`src/gtu_pkg.sv`:
```
// Package for the three-timer general purpose unit: offsets, fields, modes, timing
package gtu_pkg;

  // ==========================================================================
  // Register offsets (byte address, one 32-bit word = 4 bytes apart)
  // ==========================================================================
  localparam logic [7:0] OFS_CORE_CTRL  = 8'h00;  // Core timer control
  localparam logic [7:0] OFS_AUXA_CTRL  = 8'h04;  // Aux timer A control
  localparam logic [7:0] OFS_AUXB_CTRL  = 8'h08;  // Aux timer B control
  localparam logic [7:0] OFS_CORE_CNT   = 8'h0c;  // Core timer count
  localparam logic [7:0] OFS_AUXA_CNT   = 8'h10;  // Aux timer A count
  localparam logic [7:0] OFS_AUXB_CNT   = 8'h14;  // Aux timer B count
  localparam logic [7:0] OFS_IRQ_STAT   = 8'h18;  // Sticky request flags
  localparam logic [7:0] OFS_IRQ_MASK   = 8'h1c;  // Request mask
  localparam logic [7:0] OFS_PRESCALE   = 8'h20;  // Prescaler exponent

  // ==========================================================================
  // Control register field positions
  // ==========================================================================
  localparam int CTL_MODE_LSB = 0;   // [2:0] mode
  localparam int CTL_RUN_BIT  = 3;   // Run enable
  localparam int CTL_DOWN_BIT = 4;   // Software direction, 1 = down
  localparam int CTL_EXTD_BIT = 5;   // External direction pin enable
  localparam int CTL_GPOL_BIT = 6;   // Gate / edge polarity, 1 = active high / rising
  localparam int CTL_CLKL_BIT = 7;   // Aux: clock from core toggle latch
  localparam int CTL_TRG_LSB  = 8;   // [9:8] aux reload trigger select
  localparam int CTL_WIDTH    = 10;

  localparam logic [CTL_WIDTH-1:0] CTL_RESET = 10'h000;
  localparam logic [15:0]          CNT_RESET = 16'h0000;
  localparam logic [2:0]           PRE_RESET = 3'h0;

  // ==========================================================================
  // Modes and reload triggers
  // ==========================================================================
  typedef enum logic [2:0] {
    GTU_MODE_TIMER   = 3'b000,
    GTU_MODE_GATED   = 3'b001,
    GTU_MODE_COUNTER = 3'b010,
    GTU_MODE_INCR    = 3'b011,
    GTU_MODE_CAPTURE = 3'b100,
    GTU_MODE_RELOAD  = 3'b101
  } gtu_mode_t;

  typedef enum logic [1:0] {
    GTU_TRG_PIN  = 2'b00,  // Input pin edge
    GTU_TRG_RISE = 2'b01,  // Toggle latch low-to-high
    GTU_TRG_FALL = 2'b10,  // Toggle latch high-to-low
    GTU_TRG_ANY  = 2'b11   // Any toggle latch change
  } gtu_trg_t;

  // Timing: 8 CPU clocks per finest count step (16 half-clock states)
  localparam int MACHINE_CLKS  = 2;               // One machine cycle in CPU clocks
  localparam int BASE_DIV_CLKS = 4 * MACHINE_CLKS; // Finest resolution in clocks
  localparam int PRE_MAX       = 7;               // Largest prescaler exponent

  // Per-timer pin group, carried together
  typedef struct packed {
    logic in_pin;   // Gate, clock, capture trigger or sensor A
    logic dir_pin;  // External direction or sensor B
  } gtu_pins_t;

endpackage

```
`src/gtu_top.sv`:
```
// Three-timer general purpose unit: core timer plus two auxiliary timers
`timescale 1ns/10ps

// Notes on behaviour
// - Three timers, each with 16-bit count
// - Timers run alone or chain via latch
// - Modes: timer, gated, counter, incremental
// - Timer mode counts prescaled CPU clock
// - Counter mode counts input pin edges
// - Gated mode counts while gate active
// - Finest resolution is eight CPU clocks
// - Machine cycle is two CPU clocks
// - Direction by software or external pin
// - Incremental mode decodes quadrature sensor pins
// - Core latch toggles on overflow/underflow
// - Core latch can clock aux timers
// - Aux capture/reload modes stop its counting
// - Capture copies core count on pin
// - Reload loads core from aux on trigger
module gtu_top #(
  parameter int CNT_W = 16
) (
  input  wire logic             clk_sys,
  input  wire logic             nrst,
  input  wire logic [7:0]       reg_addr,
  input  wire logic [31:0]      reg_wdata,
  input  wire logic             reg_wr,
  input  wire logic             reg_rd,
  output logic      [31:0]      reg_rdata,
  input  wire gtu_pkg::gtu_pins_t [2:0] timer_pins,
  output logic                  core_toggle_latch,
  output logic                  irq
);

  // ==========================================================================
  // Reset release and pin synchronisers
  // ==========================================================================
  logic       rst_s1_ff;          // First reset stage
  logic       rst_n_ff;           // Released reset used everywhere
  logic [5:0] pin_s1_ff;          // First synchroniser stage, read only by stage two
  logic [5:0] pin_s2_ff;          // Synchronised pins
  logic [5:0] pin_d_ff;           // Delayed copy for edge detection

  // Reset is asserted at once and released after two edges
  always_ff @(posedge clk_sys or negedge nrst) begin
    if (!nrst) begin
      rst_s1_ff <= 1'b0;
      rst_n_ff  <= 1'b0;
    end else begin
      rst_s1_ff <= 1'b1;
      rst_n_ff  <= rst_s1_ff;
    end
  end

  // Pins are asynchronous to clk_sys, so two flops before any use
  always_ff @(posedge clk_sys or negedge rst_n_ff) begin
    if (!rst_n_ff) begin
      pin_s1_ff <= 6'h00;
      pin_s2_ff <= 6'h00;
      pin_d_ff  <= 6'h00;
    end else begin
      pin_s1_ff <= timer_pins;
      pin_s2_ff <= pin_s1_ff;
      pin_d_ff  <= pin_s2_ff;
    end
  end

  // ==========================================================================
  // Registers
  // ==========================================================================
  logic [gtu_pkg::CTL_WIDTH-1:0] ctl_ff [3];   // 0 core, 1 aux A, 2 aux B
  logic [CNT_W-1:0]              cnt_ff [3];   // Count values
  logic [2:0]                    stat_ff;      // Sticky request flags
  logic [2:0]                    mask_ff;      // Request mask
  logic [2:0]                    pre_ff;       // Prescaler exponent
  logic [10:0]                   pre_cnt_ff;   // Free running prescaler
  logic                          tick_ff;      // One-cycle prescaled tick
  logic                          otl_d_ff;     // Previous toggle latch state

  // Decode of a control word's mode field, used for every timer
  function automatic gtu_pkg::gtu_mode_t mode_of(input logic [gtu_pkg::CTL_WIDTH-1:0] c);
    return gtu_pkg::gtu_mode_t'(c[gtu_pkg::CTL_MODE_LSB +: 3]);
  endfunction

  // Write decode of a register offset
  function automatic logic hit(input logic [7:0] a, input logic [7:0] ofs);
    return reg_wr && (a == ofs);
  endfunction

  // ==========================================================================
  // Prescaler: base step of eight clocks, then 2**pre_ff further
  // ==========================================================================
  logic [10:0] pre_top;
  assign pre_top = 11'((gtu_pkg::BASE_DIV_CLKS << pre_ff) - 1);

  always_ff @(posedge clk_sys or negedge rst_n_ff) begin
    if (!rst_n_ff) begin
      pre_cnt_ff <= 11'h000;
      tick_ff    <= 1'b0;
    end else if (pre_cnt_ff >= pre_top) begin
      pre_cnt_ff <= 11'h000;
      tick_ff    <= 1'b1;
    end else begin
      pre_cnt_ff <= pre_cnt_ff + 11'h001;
      tick_ff    <= 1'b0;
    end
  end

  // ==========================================================================
  // Per-timer step, direction and wrap decode
  // ==========================================================================
  logic [2:0] step;       // Count this cycle
  logic [2:0] down;       // Direction of the step
  logic [2:0] wrap;       // Overflow or underflow this cycle
  logic [2:0] pin_edge;   // Active edge on input pin
  logic       otl_rise;
  logic       otl_fall;

  assign otl_rise = core_toggle_latch & ~otl_d_ff;
  assign otl_fall = ~core_toggle_latch & otl_d_ff;

  genvar g;
  generate
    for (g = 0; g < 3; g++) begin : g_tmr
      logic in_s, in_d, dir_s, dir_d, pol, qa_chg, qb_chg;
      assign in_s  = pin_s2_ff[2*g+1];
      assign in_d  = pin_d_ff[2*g+1];
      assign dir_s = pin_s2_ff[2*g];
      assign dir_d = pin_d_ff[2*g];
      assign pol   = ctl_ff[g][gtu_pkg::CTL_GPOL_BIT];
      assign qa_chg = in_s ^ in_d;
      assign qb_chg = dir_s ^ dir_d;
      // Polarity picks rising or falling edge
      assign pin_edge[g] = pol ? (in_s & ~in_d) : (~in_s & in_d);

      always_comb begin
        step[g] = 1'b0;
        // Software direction, optionally inverted by the external pin
        down[g] = ctl_ff[g][gtu_pkg::CTL_DOWN_BIT] ^
                  (ctl_ff[g][gtu_pkg::CTL_EXTD_BIT] & dir_s);
        if (ctl_ff[g][gtu_pkg::CTL_RUN_BIT]) begin
          case (mode_of(ctl_ff[g]))
            gtu_pkg::GTU_MODE_TIMER: begin
              // Aux timers may take the core latch as clock instead
              if (g != 0 && ctl_ff[g][gtu_pkg::CTL_CLKL_BIT])
                step[g] = otl_rise | otl_fall;
              else
                step[g] = tick_ff;
            end
            gtu_pkg::GTU_MODE_GATED:   step[g] = tick_ff & (in_s == pol);
            gtu_pkg::GTU_MODE_COUNTER: step[g] = pin_edge[g];
            gtu_pkg::GTU_MODE_INCR: begin
              // Any sensor edge counts; direction from phase relation
              step[g] = qa_chg | qb_chg;
              down[g] = qa_chg ? (in_s == dir_s) : (in_s != dir_s);
            end
            default: step[g] = 1'b0;   // Capture/reload: stopped
          endcase
        end
      end

      assign wrap[g] = step[g] &
        (down[g] ? (cnt_ff[g] == '0) : (cnt_ff[g] == {CNT_W{1'b1}}));
    end
  endgenerate

  // ==========================================================================
  // Aux capture/reload triggers
  // ==========================================================================
  logic [2:1] cap_ev;   // Capture into aux
  logic [2:1] rld_ev;   // Reload core from aux

  always_comb begin
    cap_ev = 2'b00;
    rld_ev = 2'b00;
    for (int i = 1; i < 3; i++) begin
      if (mode_of(ctl_ff[i]) == gtu_pkg::GTU_MODE_CAPTURE)
        cap_ev[i] = pin_edge[i];
      if (mode_of(ctl_ff[i]) == gtu_pkg::GTU_MODE_RELOAD) begin
        case (gtu_pkg::gtu_trg_t'(ctl_ff[i][gtu_pkg::CTL_TRG_LSB +: 2]))
          gtu_pkg::GTU_TRG_PIN:  rld_ev[i] = pin_edge[i];
          gtu_pkg::GTU_TRG_RISE: rld_ev[i] = otl_rise;
          gtu_pkg::GTU_TRG_FALL: rld_ev[i] = otl_fall;
          gtu_pkg::GTU_TRG_ANY:  rld_ev[i] = otl_rise | otl_fall;
          default:               rld_ev[i] = 1'b0;
        endcase
      end
    end
  end

  // ==========================================================================
  // Control and prescaler registers
  // ==========================================================================
  always_ff @(posedge clk_sys or negedge rst_n_ff) begin
    if (!rst_n_ff) begin
      for (int i = 0; i < 3; i++)
        ctl_ff[i] <= gtu_pkg::CTL_RESET;
      pre_ff  <= gtu_pkg::PRE_RESET;
      mask_ff <= 3'h0;
    end else begin
      if (hit(reg_addr, gtu_pkg::OFS_CORE_CTRL))
        ctl_ff[0] <= reg_wdata[gtu_pkg::CTL_WIDTH-1:0];
      if (hit(reg_addr, gtu_pkg::OFS_AUXA_CTRL))
        ctl_ff[1] <= reg_wdata[gtu_pkg::CTL_WIDTH-1:0];
      if (hit(reg_addr, gtu_pkg::OFS_AUXB_CTRL))
        ctl_ff[2] <= reg_wdata[gtu_pkg::CTL_WIDTH-1:0];
      if (hit(reg_addr, gtu_pkg::OFS_PRESCALE))
        pre_ff <= reg_wdata[2:0];
      if (hit(reg_addr, gtu_pkg::OFS_IRQ_MASK))
        mask_ff <= reg_wdata[2:0];
    end
  end

  // ==========================================================================
  // Count registers: software write wins over hardware update
  // ==========================================================================
  always_ff @(posedge clk_sys or negedge rst_n_ff) begin
    if (!rst_n_ff) begin
      for (int i = 0; i < 3; i++)
        cnt_ff[i] <= gtu_pkg::CNT_RESET;
    end else begin
      // Core: reload beats its own step; aux B reload wins over aux A
      if (hit(reg_addr, gtu_pkg::OFS_CORE_CNT))
        cnt_ff[0] <= reg_wdata[CNT_W-1:0];
      else if (rld_ev[2])
        cnt_ff[0] <= cnt_ff[2];
      else if (rld_ev[1])
        cnt_ff[0] <= cnt_ff[1];
      else if (step[0])
        cnt_ff[0] <= down[0] ? cnt_ff[0] - 1'b1 : cnt_ff[0] + 1'b1;
      for (int i = 1; i < 3; i++) begin
        if (hit(reg_addr, i == 1 ? gtu_pkg::OFS_AUXA_CNT : gtu_pkg::OFS_AUXB_CNT))
          cnt_ff[i] <= reg_wdata[CNT_W-1:0];
        else if (cap_ev[i])
          cnt_ff[i] <= cnt_ff[0];
        else if (step[i])
          cnt_ff[i] <= down[i] ? cnt_ff[i] - 1'b1 : cnt_ff[i] + 1'b1;
      end
    end
  end

  // ==========================================================================
  // Core toggle latch
  // ==========================================================================
  always_ff @(posedge clk_sys or negedge rst_n_ff) begin
    if (!rst_n_ff) begin
      core_toggle_latch <= 1'b0;
      otl_d_ff          <= 1'b0;
    end else begin
      otl_d_ff <= core_toggle_latch;
      if (wrap[0])
        core_toggle_latch <= ~core_toggle_latch;
    end
  end

  // ==========================================================================
  // Request flags: set beats write-one-to-clear
  // ==========================================================================
  logic [2:0] set_ev;
  assign set_ev = wrap | {cap_ev[2] | rld_ev[2], cap_ev[1] | rld_ev[1], 1'b0};

  always_ff @(posedge clk_sys or negedge rst_n_ff) begin
    if (!rst_n_ff) begin
      stat_ff <= 3'h0;
      irq     <= 1'b0;
    end else begin
      if (hit(reg_addr, gtu_pkg::OFS_IRQ_STAT))
        stat_ff <= (stat_ff & ~reg_wdata[2:0]) | set_ev;
      else
        stat_ff <= stat_ff | set_ev;
      irq <= |(stat_ff & mask_ff);
    end
  end

  // ==========================================================================
  // Read port: data in the cycle after the strobe, zero when unmapped
  // ==========================================================================
  always_ff @(posedge clk_sys or negedge rst_n_ff) begin
    if (!rst_n_ff) begin
      reg_rdata <= 32'h0000_0000;
    end else if (reg_rd) begin
      case (reg_addr)
        gtu_pkg::OFS_CORE_CTRL: reg_rdata <= 32'(ctl_ff[0]);
        gtu_pkg::OFS_AUXA_CTRL: reg_rdata <= 32'(ctl_ff[1]);
        gtu_pkg::OFS_AUXB_CTRL: reg_rdata <= 32'(ctl_ff[2]);
        gtu_pkg::OFS_CORE_CNT:  reg_rdata <= 32'(cnt_ff[0]);
        gtu_pkg::OFS_AUXA_CNT:  reg_rdata <= 32'(cnt_ff[1]);
        gtu_pkg::OFS_AUXB_CNT:  reg_rdata <= 32'(cnt_ff[2]);
        gtu_pkg::OFS_IRQ_STAT:  reg_rdata <= 32'(stat_ff);
        gtu_pkg::OFS_IRQ_MASK:  reg_rdata <= 32'(mask_ff);
        gtu_pkg::OFS_PRESCALE:  reg_rdata <= 32'(pre_ff);
        default:                reg_rdata <= 32'h0000_0000;
      endcase
    end else begin
      reg_rdata <= 32'h0000_0000;
    end
  end

  // ==========================================================================
  // Assertions
  // ==========================================================================
  a_latch_toggles: assert property (@(posedge clk_sys) disable iff (!rst_n_ff)
    wrap[0] |=> core_toggle_latch != $past(core_toggle_latch))
    else $error("Toggle latch missed a core wrap");

  a_latch_holds: assert property (@(posedge clk_sys) disable iff (!rst_n_ff)
    !wrap[0] |=> $stable(core_toggle_latch))
    else $error("Toggle latch changed without wrap");

  a_capture_copy: assert property (@(posedge clk_sys) disable iff (!rst_n_ff)
    cap_ev[1] && !reg_wr |=> cnt_ff[1] == $past(cnt_ff[0]))
    else $error("Capture did not copy core count");

  // Aux A stays parked between capture edges
  a_capture_hold: assert property (@(posedge clk_sys) disable iff (!rst_n_ff)
    mode_of(ctl_ff[1]) == gtu_pkg::GTU_MODE_CAPTURE && !cap_ev[1] && !reg_wr
    |=> $stable(cnt_ff[1]))
    else $error("Aux timer A moved while in capture");

  a_reload_load: assert property (@(posedge clk_sys) disable iff (!rst_n_ff)
    rld_ev[2] && !reg_wr |=> cnt_ff[0] == $past(cnt_ff[2]))
    else $error("Reload did not load core");

  a_aux_stopped: assert property (@(posedge clk_sys) disable iff (!rst_n_ff)
    mode_of(ctl_ff[2]) == gtu_pkg::GTU_MODE_RELOAD && !reg_wr
    |=> $stable(cnt_ff[2]))
    else $error("Aux timer B counted while in reload");

  a_wrap_flag: assert property (@(posedge clk_sys) disable iff (!rst_n_ff)
    wrap[0] |=> stat_ff[0] ##1 (irq || !$past(mask_ff[0])))
    else $error("Wrap did not raise request");

  a_tick_spacing: assert property (@(posedge clk_sys) disable iff (!rst_n_ff)
    tick_ff && !reg_wr |=> !tick_ff [*7])
    else $error("Prescaled tick faster than eight clocks");

  a_timer_step: assert property (@(posedge clk_sys) disable iff (!rst_n_ff)
    step[0] && !down[0] && !reg_wr && rld_ev == 2'b00
    |=> cnt_ff[0] == $past(cnt_ff[0]) + 16'h0001)
    else $error("Core timer failed to count up");

  a_timer_down: assert property (@(posedge clk_sys) disable iff (!rst_n_ff)
    step[0] && down[0] && !reg_wr && rld_ev == 2'b00
    |=> cnt_ff[0] == $past(cnt_ff[0]) - 16'h0001)
    else $error("Core timer failed to count down");

endmodule

```
`config.mk`:
```
export PLATFORM = sky130hd
export DESIGN_NAME = gtu_top
export DESIGN_NICKNAME = d
export VERILOG_FILES = /design/src/gtu_pkg.sv /design/src/gtu_top.sv
export SDC_FILE = /design/constraint.sdc
export NUM_CORES = 1
export LEC_CHECK = 0
export BUFFER_PORTS_ARGS = -buffer_cell sky130_fd_sc_hd__buf_4
export CELL_PAD_IN_SITES_DETAIL_PLACEMENT = 1
export CELL_PAD_IN_SITES_GLOBAL_PLACEMENT = 1
export CORE_MARGIN = 2
export CORE_UTILIZATION = 30
export DETAILED_ROUTE_END_ITERATION = 10
export GPL_TIMING_DRIVEN = 0
export HOLD_SLACK_MARGIN = 0.1
export PLACE_DENSITY_LB_ADDON = 0.15
export SYNTH_ARGS = -nofsm -noshare
export SYNTH_HDL_FRONTEND = slang
export SYNTH_SLANG_ARGS = --single-unit
```
`constraint.sdc`:
```
create_clock -name clk_sys -period 11.1 [get_ports clk_sys]
set_input_delay 2.22 -clock clk_sys [delete_from_list [all_inputs] [get_ports clk_sys]]
set_output_delay 2.22 -clock clk_sys [all_outputs]
set_load 0.02 [all_outputs]
```
==> metrics <==
status=complete, no violations; GPL Wtd Cong=0.830; Synth Cell Area=0.00987 sq mm; Final Skew=15.2 ps; io pins=84; buffer depth of the longest clock path=2; worst-case reg-to-reg path depth=15; Core ar.=0.0325 sq mm; drt first pass iters=6; Clk Latency, worst-skew pair=450 ps; LEAKAGE=5.00 nW; Hold/Removal Path Class=flip-flop to asynchronous set/reset pin; worst-path cell chain=buf_4 -> or3_1 -> nor2_1 -> and2_1 -> clkbuf_1 -> nand2_1 -> clkbuf_1 -> o2111ai_1 -> o311ai_1; Critical Path AT=4700 ps; GR Util All Layers=22.0%; fmax=227 MHz; Final Hold Fails=0; Yosys top cell area share=35.0%; ys async rst share=100%; Die Height=185 um; worst reg2reg endpoint=cnt_ff[46]; via count=8924; Clock Root Buffer=clkbuf_16; synth top area cells=dfrtp_1 35%, ha_1 8.4%, mux2_2 4.5%, a21oi_1 4.2%, o21ai_0 3.9%; CP max-delay cell=or3_1; H-tree lvl count=4; DRT Wirelength=36.6 mm; crit-path max cell delay=460 ps; Fillers=3842; initial antenna violation count=1; DP HPWL=28.1 mm; Slew Viols, Final=0; Antenna Cells=0; Synth Register Bits=138; final hold slack=333 ps; max_cap viols=0; TNS Setup=0 ps; Register-to-Register Setup Slack=6770 ps; Port Buffers=46; PwrDens=184 mW/mm^2; Storage cell area=0.00346 sq mm; NumNets Final=1308; crit path max fanout=10; WL/cell=22.3 um; fin crit period=4400 ps; die area=0.0344 sq mm; Mapped Cells=1105; clk slew on worst S/H paths=70 ps; CTS resizes=0; multi-input gate area in the final layout=0.00601 sq mm; vias per std cell=5.43; CTS tree=yes; GR Overflow Total=0; predominant post-synthesis flop cell=dfrtp_1; die width=185 um; worst-margin pin slew=1160 ps; first-pass GRT wire length=56.4 mm; peak supply drop=123 uV; Synth Area per Inst=8.93 sq um; number of routed nets with antenna violations=0; number of global-route vias before repair=9316; Post-synth EDFFs=0; Startpoint Class=primary input; Critical Path RT=11400 ps; endpoints failing setup=0; Iter 0 DRT Violations=505; reg2reg start=pin_s2_ff[1]; CP most frequent cell=clkbuf_1; Sink Count=138; area grow syn2layout=16.8%; RSZ-0062 raised after global routing=false; num rows=66; layout cells sized above 1=13.1%; drt drc=0; fin area=0.0115 sq mm; Slew headroom=22.1%; largest net degree at the start of global routing=60; cts bufs inserted=17; final worst-path cycle share=39.6%; yosys warns=0; dpl cell area=0.0109 sq mm; sequential-to-total area share from yosys stat=35.0%; post-CTS setup buffers=0; Critical Setup Path Class=primary input to flip-flop; top cell type by total area after synthesis=dfrtp_1; Initial Util=30.4%; post-synthesis cell type count=71; cts hold-fix bufs=0; CP Capture Type=flip-flop
-- cell usage in the layout, fill, tap and decap left out, types with 5 or more instances in the layout --
cell	count
o221ai_1	5
a21o_1	20
a211oi_1	26
nand2_1	95
nor2_1	95
a31oi_1	18
dfrtp_1	137
and3_1	12
a22oi_1	10
or3_1	13
nand4_1	20
o21bai_1	5
nor3_1	14
clkbuf_1	42
mux2i_1	24
conb_1	18
nor4_1	15
clkbuf_16	17
buf_4	63
a222oi_1	10
and2_1	6
ha_1	66
a21oi_1	82
mux2_2	39
o21a_1	10
xor2_1	26
inv_1	36
nand2b_1	12
xnor2_1	34
o211ai_1	19
o21ai_0	76
nand3_1	25
a221oi_1	14
buf_2	5
-- cells by family after synthesis --
| family | count (synthesis) | share of synthesized area, % |
|---|---|---|
| buffers and inverters | 102 | 4.74 |
| other | 2 | 0.0761 |
| muxes | 66 | 7.46 |
| DFF | 138 | 35.0 |
| and+or+nand+nor | 334 | 16.3 |
| AOI/OAI and AO/OA | 334 | 22.1 |
| adders and majority gates | 69 | 8.98 |
| xor gates and xnor gates | 60 | 5.33 |
-- worst max-delay path: cells and delay by family --
family          cells  cell delay [ps]
buf+inv             3              810
compound gates      2              320
simple gates        4             1330
-- synthesized netlist by cell type (all sizes together) (12+ instances only) --
cell type	instances
o211ai	19
clkbuf	41
mux2	40
xnor2	34
mux2i	24
a31oi	18
ha	66
and3	13
a211oi	26
nand3	25
nor4	15
nor2	95
inv	36
o21ai	78
a21oi	83
or3	13
nand2	96
buf	25
nand2b	12
a221oi	14
nor3	15
nand4	20
dfrtp	138
a21o	20
xor2	26
-- metrics by stage --
step           instances  power (mW)  utilization [%]  setup WS, ps
5_1_grt             1644        2.26             35.5          6370
3_3_place_gp        1609        1.48             33.4          4980
4_1_cts             1644        2.14             35.5          6750
6_report            1644        2.13             35.5          6700
2_1_floorplan       1121        1.23                -          6970
3_5_place_dp        1612        1.51             33.6          6300
-- where the power goes --
| part | switching [mW] | internal (mW) |
|---|---|---|
| clock network | 0.255 | 0.367 |
| logic | 0.388 | 0.306 |
| registers | 0.218 | 0.590 |
| total | 0.862 | 1.26 |
-- registers in the layout (all words and copies together) (netlist names), 3 cells and up --
name / cells
pin_s2_ff: 6
pre_ff: 3
reg_rdata: 16
pre_cnt_ff: 11
mask_ff: 3
cnt_ff: 48
ctl_ff: 30
pin_s1_ff: 6
pin_d_ff: 6
stat_ff: 3
-- worst max path at each step --
stage,from,to,slack [ps]
2_1_floorplan,rst_n_ff,cnt_ff[0],6970
3_3_place_gp,rst_n_ff,reg_rdata[13],4980
3_5_place_dp,reg_addr[5],cnt_ff[32],6300
4_1_cts,pin_s2_ff[1],cnt_ff[46],6750
5_1_grt,pin_s2_ff[1],cnt_ff[46],6370
6_report,reg_addr[5],cnt_ff[32],6700
-- area by class of cell --
cell class              instances  area share [%]
multi-input cells             881            52.2
clock inverters                13            1.59
inverters                      36            1.17
repair buffers                 49            3.54
flip-flops and latches        138            30.0
plain buffers                  66            2.89
clock buffers                  19            3.84
well taps                     442            4.80
-- layer usage --
metal	routed length, um	GRT usage, %
met1	17000	29.8
met2	17400	36.6
met3	1510	2.87
met4	661	6.06
met5	0	0
Note: power is estimated with default switching activity, not from simulation.
